`src/core/sebr_defines.vh`:
```
`ifndef SEBR_DEFINES_VH
`define SEBR_DEFINES_VH

// register indices; byte address of the low word is four times the index
`define SEBR_IDX_SAMPLING_CONTROL 12'h3f1
`define SEBR_IDX_MATRIX_VERTICAL 12'h3f2
`define SEBR_IDX_BANK0_CONTROL 12'h400
`define SEBR_IDX_BANK0_STATUS 12'h401
`define SEBR_IDX_BANK0_ADDRESS 12'h402
`define SEBR_IDX_BANK0_EXTRA_INFO 12'h403
`define SEBR_IDX_BANK1_CONTROL 12'h404
`define SEBR_IDX_BANK1_STATUS 12'h405
`define SEBR_IDX_EVENT_STATUS 12'h410
`define SEBR_IDX_EVENT_MASK 12'h411

// address bit that selects the upper 32 bits of a 64-bit register
`define SEBR_HI_SEL_BIT 14

// slots of the storage array
`define SEBR_SLOT_SAMPLING 4'h0
`define SEBR_SLOT_MATRIX 4'h1
`define SEBR_SLOT_CTL0 4'h2
`define SEBR_SLOT_STAT0 4'h3
`define SEBR_SLOT_ADDR0 4'h4
`define SEBR_SLOT_MISC0 4'h5
`define SEBR_SLOT_CTL1 4'h6
`define SEBR_SLOT_STAT1 4'h7
`define SEBR_SLOT_EVSTAT 4'h8
`define SEBR_SLOT_EVMASK 4'h9
`define SEBR_SLOT_NONE 4'hf

// sampling control fields
`define SEBR_SAMP_EVENT_MASK 64'h0000_0000_0000_1fff
`define SEBR_BIT_REPLAY_TAG 24
`define SEBR_BIT_THIS_THREAD 25
`define SEBR_BIT_SIBLING_THREAD 26
`define SEBR_SAMP_RESET 64'h0000_0000_0000_0000

// bank status flags
`define SEBR_BIT_ADDRESS_VALID 58
`define SEBR_BIT_EXTRA_INFO_VALID 59

// event status bits
`define SEBR_EV_BANK0_LOGGED 0
`define SEBR_EV_BANK1_LOGGED 1
`define SEBR_EV_GP_FAULT 2
`define SEBR_EV_WIDTH 3

`define SEBR_RESP_OKAY 2'b00
`define SEBR_RESP_SLVERR 2'b10
`define SEBR_RESP_DECERR 2'b11

`endif

```
`src/core/sebr_reg64.v`:
```
`timescale 1ns/1ps
`default_nettype none
module sebr_reg64 #(
  parameter [63:0] WMASK = 64'hffff_ffff_ffff_ffff
) (
  input wire core_clk,
  input wire rst_n,
  input wire wr_lo,
  input wire wr_hi,
  input wire [3:0] wstrb,
  input wire [31:0] wdata,
  input wire hw_load,
  input wire [63:0] hw_data,
  output reg [63:0] q
);
  reg [63:0] next_q;
  integer i;

  always @* begin
    next_q = q;
    for (i = 0; i < 4; i = i + 1) begin
      if (wr_lo && wstrb[i]) begin
        next_q[8*i +: 8] = wdata[8*i +: 8];
      end
      if (wr_hi && wstrb[i]) begin
        next_q[32+8*i +: 8] = wdata[8*i +: 8];
      end
    end
    // hardware logging wins over a software write in the same cycle
    if (hw_load) begin
      next_q = hw_data;
    end
    next_q = next_q & WMASK;
  end

  always @(posedge core_clk or negedge rst_n) begin
    if (!rst_n) begin
      q <= 64'h0000_0000_0000_0000;
    end else begin
      q <= next_q;
    end
  end
endmodule
`default_nettype wire

```
`src/core/sebr_bank.v`:
```
// How it works
// (RQ1) bit 25 enables precise sampling for this thread; cleared at reset
// (RQ2) bit 26 enables precise sampling for the sibling thread; cleared at reset
// (RQ3) without sibling threads bit 26 is reserved and bit 25 is the only enable
// (RQ4) bank 0 address holds no valid address while its address-valid flag is clear
// (RQ5) access to an unimplemented address or extra-info register faults, never completes; here the access ends with a SLVERR response and a gp_fault pulse
// (RQ6) bank 0 extra info carries nothing while its extra-info-valid flag is clear
// (RQ7) bit 24 turns on replay tagging of micro-operations
// (RQ8) sampling control bits 63 to 27 read zero and ignore writes
//
// Decided for this implementation: register access over AXI4-Lite.
`include "sebr_defines.vh"
`timescale 1ns/1ps
`default_nettype none
module sebr_bank #(
  parameter MULTI_THREAD = 1,
  parameter BANK0_ADDR_IMPL = 1,
  parameter BANK0_MISC_IMPL = 1
) (
  input wire core_clk,
  input wire rst_n,
  input wire [15:0] s_axi_awaddr,
  input wire s_axi_awvalid,
  output wire s_axi_awready,
  input wire [31:0] s_axi_wdata,
  input wire [3:0] s_axi_wstrb,
  input wire s_axi_wvalid,
  output wire s_axi_wready,
  output reg [1:0] s_axi_bresp,
  output reg s_axi_bvalid,
  input wire s_axi_bready,
  input wire [15:0] s_axi_araddr,
  input wire s_axi_arvalid,
  output wire s_axi_arready,
  output reg [31:0] s_axi_rdata,
  output reg [1:0] s_axi_rresp,
  output reg s_axi_rvalid,
  input wire s_axi_rready,
  input wire bank0_log,
  input wire [63:0] bank0_log_status,
  input wire [63:0] bank0_log_address,
  input wire [63:0] bank0_log_extra_info,
  input wire bank1_log,
  input wire [63:0] bank1_log_status,
  output wire sample_enable_this_thread,
  output wire sample_enable_sibling_thread,
  output wire replay_tag_enable,
  output wire bank0_address_valid,
  output wire bank0_extra_info_valid,
  output reg gp_fault,
  output wire irq
);
  // writable bits of sampling control; reserved bits stay zero
  localparam [63:0] SAMP_WMASK = `SEBR_SAMP_EVENT_MASK
    | (64'h1 << `SEBR_BIT_REPLAY_TAG) | (64'h1 << `SEBR_BIT_THIS_THREAD)
    | ((MULTI_THREAD != 0) ? (64'h1 << `SEBR_BIT_SIBLING_THREAD) : 64'h0); // RQ3 RQ8

  reg rst_meta;
  reg rst_sync;
  always @(posedge core_clk or negedge rst_n) begin
    if (!rst_n) begin
      rst_meta <= 1'b0;
      rst_sync <= 1'b0;
    end else begin
      rst_meta <= 1'b1;
      rst_sync <= rst_meta;
    end
  end

  function [3:0] slot_of;
    input [15:0] addr;
    reg [11:0] idx;
    begin
      idx = addr[13:2];
      if (idx == `SEBR_IDX_SAMPLING_CONTROL) begin
        slot_of = `SEBR_SLOT_SAMPLING;
      end else if (idx == `SEBR_IDX_MATRIX_VERTICAL) begin
        slot_of = `SEBR_SLOT_MATRIX;
      end else if (idx == `SEBR_IDX_BANK0_CONTROL) begin
        slot_of = `SEBR_SLOT_CTL0;
      end else if (idx == `SEBR_IDX_BANK0_STATUS) begin
        slot_of = `SEBR_SLOT_STAT0;
      end else if (idx == `SEBR_IDX_BANK0_ADDRESS) begin
        slot_of = `SEBR_SLOT_ADDR0;
      end else if (idx == `SEBR_IDX_BANK0_EXTRA_INFO) begin
        slot_of = `SEBR_SLOT_MISC0;
      end else if (idx == `SEBR_IDX_BANK1_CONTROL) begin
        slot_of = `SEBR_SLOT_CTL1;
      end else if (idx == `SEBR_IDX_BANK1_STATUS) begin
        slot_of = `SEBR_SLOT_STAT1;
      end else if (idx == `SEBR_IDX_EVENT_STATUS) begin
        slot_of = `SEBR_SLOT_EVSTAT;
      end else if (idx == `SEBR_IDX_EVENT_MASK) begin
        slot_of = `SEBR_SLOT_EVMASK;
      end else begin
        slot_of = `SEBR_SLOT_NONE;
      end
    end
  endfunction

  // an unimplemented address or extra-info register behaves as a faulting slot
  function faults;
    input [3:0] slot;
    begin
      faults = ((slot == `SEBR_SLOT_ADDR0) && (BANK0_ADDR_IMPL == 0))
        || ((slot == `SEBR_SLOT_MISC0) && (BANK0_MISC_IMPL == 0)); // RQ5
    end
  endfunction

  // response code shared by the write and read channels
  function [1:0] resp_of;
    input [3:0] slot;
    begin
      if (faults(slot)) begin
        resp_of = `SEBR_RESP_SLVERR; // RQ5
      end else if (slot == `SEBR_SLOT_NONE) begin
        resp_of = `SEBR_RESP_DECERR;
      end else begin
        resp_of = `SEBR_RESP_OKAY;
      end
    end
  endfunction

  // write channel: address and data are held independently, then applied together
  reg aw_held;
  reg w_held;
  reg [15:0] aw_addr;
  reg [31:0] w_data;
  reg [3:0] w_strb;
  assign s_axi_awready = !aw_held && !s_axi_bvalid;
  assign s_axi_wready = !w_held && !s_axi_bvalid;
  wire wr_go = aw_held && w_held && !s_axi_bvalid;
  wire [3:0] wr_slot = slot_of(aw_addr);
  wire wr_hi = aw_addr[`SEBR_HI_SEL_BIT];
  wire wr_fault = faults(wr_slot);
  wire wr_ok = wr_go && !wr_fault && (wr_slot != `SEBR_SLOT_NONE);

  always @(posedge core_clk or negedge rst_sync) begin
    if (!rst_sync) begin
      aw_held <= 1'b0;
      w_held <= 1'b0;
      aw_addr <= 16'h0000;
      w_data <= 32'h0000_0000;
      w_strb <= 4'h0;
      s_axi_bvalid <= 1'b0;
      s_axi_bresp <= `SEBR_RESP_OKAY;
    end else begin
      if (s_axi_awvalid && s_axi_awready) begin
        aw_held <= 1'b1;
        aw_addr <= s_axi_awaddr;
      end
      if (s_axi_wvalid && s_axi_wready) begin
        w_held <= 1'b1;
        w_data <= s_axi_wdata;
        w_strb <= s_axi_wstrb;
      end
      if (wr_go) begin
        aw_held <= 1'b0;
        w_held <= 1'b0;
        s_axi_bvalid <= 1'b1;
        s_axi_bresp <= resp_of(wr_slot); // RQ5
      end else if (s_axi_bvalid && s_axi_bready) begin
        s_axi_bvalid <= 1'b0;
      end
    end
  end

  // storage for the eight 64-bit registers
  wire [63:0] reg_q [0:7];
  wire [7:0] hw_load;
  wire [63:0] hw_data [0:7];
  assign hw_load = {bank1_log, 1'b0, bank0_log, bank0_log, bank0_log, 3'b000};
  assign hw_data[0] = 64'h0;
  assign hw_data[1] = 64'h0;
  assign hw_data[2] = 64'h0;
  assign hw_data[3] = bank0_log_status;
  assign hw_data[4] = bank0_log_address;
  assign hw_data[5] = bank0_log_extra_info;
  assign hw_data[6] = 64'h0;
  assign hw_data[7] = bank1_log_status;

  genvar k;
  generate
    for (k = 0; k < 8; k = k + 1) begin : g_store
      wire sel = wr_ok && (wr_slot == k);
      sebr_reg64 #(
        .WMASK((k == 0) ? SAMP_WMASK : 64'hffff_ffff_ffff_ffff)
      ) u_reg (
        .core_clk(core_clk),
        .rst_n(rst_sync),
        .wr_lo(sel && !wr_hi),
        .wr_hi(sel && wr_hi),
        .wstrb(w_strb),
        .wdata(w_data),
        .hw_load(hw_load[k]),
        .hw_data(hw_data[k]),
        .q(reg_q[k])
      );
    end
  endgenerate

  wire [63:0] samp = reg_q[0];
  wire [63:0] stat0 = reg_q[3];
  assign sample_enable_this_thread = samp[`SEBR_BIT_THIS_THREAD]; // RQ1 RQ3
  assign sample_enable_sibling_thread = samp[`SEBR_BIT_SIBLING_THREAD]; // RQ2
  assign replay_tag_enable = samp[`SEBR_BIT_REPLAY_TAG]; // RQ7
  assign bank0_address_valid = stat0[`SEBR_BIT_ADDRESS_VALID]; // RQ4
  assign bank0_extra_info_valid = stat0[`SEBR_BIT_EXTRA_INFO_VALID]; // RQ6

  // event bits: set wins over a write-one-to-clear in the same cycle
  reg [`SEBR_EV_WIDTH-1:0] ev_status;
  reg [`SEBR_EV_WIDTH-1:0] ev_mask;
  reg [`SEBR_EV_WIDTH-1:0] next_ev_status;
  wire rd_take = s_axi_arvalid && s_axi_arready;
  wire [3:0] rd_slot = slot_of(s_axi_araddr);
  wire rd_fault = faults(rd_slot);
  wire [`SEBR_EV_WIDTH-1:0] ev_set = {(wr_go && wr_fault) || (rd_take && rd_fault),
                                      bank1_log, bank0_log};
  wire ev_lo_wr = wr_go && !wr_hi && w_strb[0];

  always @* begin
    next_ev_status = ev_status;
    if (ev_lo_wr && (wr_slot == `SEBR_SLOT_EVSTAT)) begin
      next_ev_status = ev_status & ~w_data[`SEBR_EV_WIDTH-1:0];
    end
    next_ev_status = next_ev_status | ev_set;
  end

  always @(posedge core_clk or negedge rst_sync) begin
    if (!rst_sync) begin
      ev_status <= {`SEBR_EV_WIDTH{1'b0}};
      ev_mask <= {`SEBR_EV_WIDTH{1'b0}};
      gp_fault <= 1'b0;
    end else begin
      ev_status <= next_ev_status;
      if (ev_lo_wr && (wr_slot == `SEBR_SLOT_EVMASK)) begin
        ev_mask <= w_data[`SEBR_EV_WIDTH-1:0];
      end
      gp_fault <= ev_set[`SEBR_EV_GP_FAULT]; // RQ5
    end
  end
  assign irq = |(ev_status & ev_mask);

  // read channel: one cycle from address to data
  assign s_axi_arready = !s_axi_rvalid;
  reg [63:0] rd_word;
  always @* begin
    rd_word = 64'h0;
    if (rd_slot == `SEBR_SLOT_EVSTAT) begin
      rd_word[`SEBR_EV_WIDTH-1:0] = ev_status;
    end else if (rd_slot == `SEBR_SLOT_EVMASK) begin
      rd_word[`SEBR_EV_WIDTH-1:0] = ev_mask;
    end else if ((rd_slot != `SEBR_SLOT_NONE) && !rd_fault) begin
      rd_word = reg_q[rd_slot[2:0]];
    end
  end

  always @(posedge core_clk or negedge rst_sync) begin
    if (!rst_sync) begin
      s_axi_rvalid <= 1'b0;
      s_axi_rdata <= 32'h0000_0000;
      s_axi_rresp <= `SEBR_RESP_OKAY;
    end else if (rd_take) begin
      s_axi_rvalid <= 1'b1;
      s_axi_rdata <= s_axi_araddr[`SEBR_HI_SEL_BIT] ? rd_word[63:32] : rd_word[31:0];
      s_axi_rresp <= resp_of(rd_slot); // RQ5
    end else if (s_axi_rready) begin
      s_axi_rvalid <= 1'b0;
    end
  end
endmodule
`default_nettype wire

```
`config.mk`:
```
export PLATFORM = sky130hd
export DESIGN_NAME = sebr_bank
export DESIGN_NICKNAME = d
export VERILOG_FILES = /design/src/core/sebr_reg64.v /design/src/core/sebr_bank.v
export VERILOG_INCLUDE_DIRS = /design/src /design/src/core
export SDC_FILE = /design/constraint.sdc
export NUM_CORES = 1
export LEC_CHECK = 0
export BUFFER_PORTS_ARGS = -buffer_cell sky130_fd_sc_hd__buf_2
export CORE_MARGIN = 5
export CORE_UTILIZATION = 40
export DETAILED_ROUTE_END_ITERATION = 7
export HOLD_SLACK_MARGIN = 0.12
export PLACE_DENSITY = 0.59
export SLEW_MARGIN = 30
export SYNTH_ARGS = -nofsm -noshare
export SYNTH_HDL_FRONTEND = slang
export SYNTH_SLANG_ARGS = --single-unit
```
`constraint.sdc`:
```
create_clock -name core_clk -period 15.6 [get_ports core_clk]
set_input_delay 3.12 -clock core_clk [delete_from_list [all_inputs] [get_ports core_clk]]
set_output_delay 3.12 -clock core_clk [all_outputs]
set_load 0.01 [all_outputs]
```
==> flow_metrics.env <==
export IMPL_routed_wl_um=91200
export IMPL_synth_top_area_share_pct=50.9
export IMPL_grt_pass1_vias=21700
export IMPL_clkPwrFrac_pct=39.4
export IMPL_clk_pin_slew_ps=60
export IMPL_path_depth=11
export IMPL_syn_num_nets=2703
export IMPL_clock_sinks=559
export IMPL_seq_area_frac_synth_pct=50.9
export IMPL_yosys_top_cells_area="dfrtp_1, mux2_2, mux2i_1"
export IMPL_setup_ws_ps=9140
export IMPL_post_place_ws_ps=8370
export IMPL_critPathMaxFanout=45
export IMPL_worst_pin_slew_ps=1000
export IMPL_insertion_delay_ps=590
export IMPL_gp_congestion=0.848
export IMPL_post_drt_wl_per_cell_um=25.3
export IMPL_crit_family="buffers and inverters"
export IMPL_post_route_period_util_pct=41.4
export IMPL_antenna_found_initial=7
export IMPL_hold_viol=0
export IMPL_drtAntennaViolNets=0
export IMPL_busiest_layer="met2"
export IMPL_internal_power_mw=2.76
export IMPL_drc=0
export IMPL_cts_root_buf="clkbuf_16"
export IMPL_nFillCells=6156
export IMPL_drt_iter0_drc=1877
export IMPL_power_mw=3.97
export IMPL_regArea_sq_mm=0.0140
export IMPL_start_kind="primary input"
export IMPL_synth_main_ff_cell="dfrtp_1"
export IMPL_drv_cap=0
export IMPL_drv_slew=0
export IMPL_grt_max_degree=190
export IMPL_ys_types=65
export IMPL_met2_usage_pct=38.9
export IMPL_tns_ps=0
export IMPL_r2r_slack_ps=11780
export IMPL_ys_async_sr_fraction_pct=100
export IMPL_max_freq_ghz=0.155
export IMPL_power_density_mw_per_mm2=122
export IMPL_final_min_clock_period_ps=6460
export IMPL_cts_buffer_depth=3
export IMPL_gr_usage_met3_pct=5.49
export IMPL_die_w_um=272
export IMPL_finClkSkew_ps=24.3
export IMPL_rows=96
export IMPL_grtUsageTotal_pct=24.1
export IMPL_reg2regPathDepth=8
export IMPL_slowest_stage="buf_4"
export IMPL_fin_util_pct=47.4
export IMPL_crit_path_end_kind="flop"
export IMPL_io_pins=381
export IMPL_p_leak_nw=15.8
export IMPL_switchingPower_mw=1.20
export IMPL_switching_share_pct=30.3
export IMPL_path_class="primary input to flop"
export IMPL_drt_vias_per_instance=5.74
export IMPL_ys_ff_latch=559
export IMPL_hold_path_class="flop to async pin"
export IMPL_yosysTopAreaCell="dfrtp_1"
export IMPL_drive_gt1_share_pct=33.1
export IMPL_cts_buffers=66
export IMPL_met1_usage_pct=33.4
export IMPL_synthesis_area_sq_mm=0.0275
export IMPL_status="complete, no violations"
export IMPL_cp_arrival_ps=6900
export IMPL_vias=20700
export IMPL_cts_hold_buf=0
export IMPL_nets=3001
export IMPL_rsz0062_at_grt="false"
export IMPL_tritoncts="done"
export IMPL_finalSetupViolations=0
export IMPL_synth_cells=2370
export IMPL_die_h_um=272
export IMPL_combPwrFrac_pct=12.4
export IMPL_dpl_hpwl_um=61400
export IMPL_seqPwrFrac_pct=48.2
export IMPL_vdd_drop_max_mv=0.125
export IMPL_required_ps=16040
export IMPL_yosysWarningCount=0
export IMPL_timing_slew_headroom_pct=32.8
export IMPL_avgSynthCellArea_sq_um=11.6
export IMPL_io_buffers=373
export IMPL_crit_chain="buf_2, nor4b_2, a2bb2oi_1, or3_4, buf_4, buf_4, buf_12, mux4_2, mux2_2, o21ai_1, o21ai_1"
export IMPL_initial_core_util_pct=40.2
export IMPL_htreeDepth=3
export IMPL_cts_setup_buffers=0
export IMPL_synth_edf_count=0
export IMPL_first_pass_iters=6
export IMPL_globalRouteOverflowTotal=0
export IMPL_dieArea_sq_mm=0.0741
export IMPL_grt_pass1_wl_um=137000
export IMPL_cp_num_buf_inv=4
export IMPL_areaGrowthSynthToFinish_pct=17.9
export IMPL_cts_resized=0
export IMPL_core_sq_mm=0.0683
export IMPL_max_stage_delay_ps=790
export IMPL_multi_input_area_sq_mm=0.0128
## flip-flops by register name (all words and copies together) (netlist names)
name,count
g_store.u_reg.q,464
s_axi_bvalid,1
w_strb,4
w_held,1
s_axi_rresp,1
s_axi_rvalid,1
ev_mask,3
s_axi_rdata,32
s_axi_bresp,1
aw_held,1
ev_status,3
rst_meta,1
rst_sync,1
w_data,32
aw_addr,13
## metrics by stage
step	area [sq um]	hold WS (ps)	cells
6_report	32400	328	3599
5_1_grt	32400	359	3597
4_1_cts	32300	342	3593
3_5_place_dp	30100	337	3478
3_3_place_gp	30100	336	3477
2_1_floorplan	27500	331	2370
## layer usage
layer | share of wire [%] | wire length (um)
met1 | 44 | 39900
met2 | 47 | 43000
met3 | 7.1 | 6490
met4 | 1.9 | 1780
met5 | 0.046 | 42
## logic make-up (layout without fill, tap and decap cells)
| family | after synthesis | count (layout) | synth area share, % |
|---|---|---|---|
| muxes | 662 | 662 | 28.3 |
| buffers and inverters | 184 | 529 | 2.81 |
| adders and majority gates | 1 | 1 | 0.0364 |
| other | 2 | 4 | 0.0273 |
| AOI/OAI and AO/OA | 440 | 440 | 9.17 |
| and+or+nand+nor | 518 | 518 | 8.64 |
| xor gates and xnor gates | 4 | 4 | 0.127 |
| DFF | 559 | 559 | 50.9 |
## power groups by stage
stage / clock [mW] / combinational, mW / sequential (mW)
floorplan: 0 / 0.427 / 1.73
global placement: 0 / 0.474 / 1.92
detailed placement: 0 / 0.487 / 1.93
CTS: 1.59 / 0.490 / 1.90
global route: 1.66 / 0.537 / 1.94
finish: 1.56 / 0.491 / 1.91
## cell usage in the layout, fill, tap and decap left out, types with 9 or more instances in the layout
master / Yosys / routed
nor2_1: 24 / 21
o211ai_1: 13 / 13
nor3_4: 12 / 13
o21ai_0: 253 / 252
buf_4: 7 / 25
mux2i_1: 313 / 313
mux4_2: 64 / 64
a21oi_1: 35 / 35
clkbuf_16: 0 / 69
nand2_1: 383 / 382
a22oi_1: 13 / 13
clkinv_2: 0 / 9
clkbuf_8: 0 / 18
nor3_1: 11 / 9
buf_2: 20 / 371
clkbuf_1: 130 / 9
dfrtp_1: 559 / 558
nand4_1: 26 / 26
nand3_1: 25 / 25
o2bb2ai_1: 13 / 13
o21ai_1: 39 / 40
o22ai_1: 18 / 18
mux2_2: 281 / 281
## worst paths after layout
path,start,end
setup / recovery,s_axi_araddr[12],s_axi_rdata[19]
hold / removal,rst_sync,g_store[3].u_reg.q[26]
setup reg to reg,aw_addr[10],g_store[1].u_reg.q[42]
hold reg to reg,rst_sync,g_store[3].u_reg.q[26]
max in group asynchronous,rst_n,rst_sync
min in group core_clk,rst_meta,rst_sync
## synthesized netlist by cell type, drive strengths merged, types with 3 or more instances
cell type,instances
a2111oi,10
a21boi,5
a21o,6
a21oi,36
a22oi,13
a31oi,3
a32oi,3
and2,5
and3,5
buf,48
clkbuf,130
dfrtp,559
inv,6
mux2,285
mux2i,313
mux4,64
nand2,383
nand3,25
nand4,27
nor2,24
nor3,27
nor4,3
o211ai,13
o21ai,292
o221ai,7
o22ai,18
o2bb2ai,13
o31ai,7
or2,3
or4,4
or4b,3
xnor2,3
## final cells by class
cell class	count	share of cell area, %
repair buffers	408	6.97
multi-input cells	1627	39.6
clock inverters	19	0.587
well taps	882	3.40
flip-flops and latches	559	43.2
clock buffers	96	6.19
inverters	6	0.0695
diodes	2	0.0154
## worst register-to-register path: cells and delay by family, from the launching register on
family / cells / cell delay, ps
multiplexers: 1 / 470
AND/OR/NAND/NOR: 5 / 2360
buffers and inverters: 1 / 340
flip-flops: 1 / 400
AO/OA/AOI/OAI: 1 / 110
Note: power is estimated with default switching activity, not from simulation.
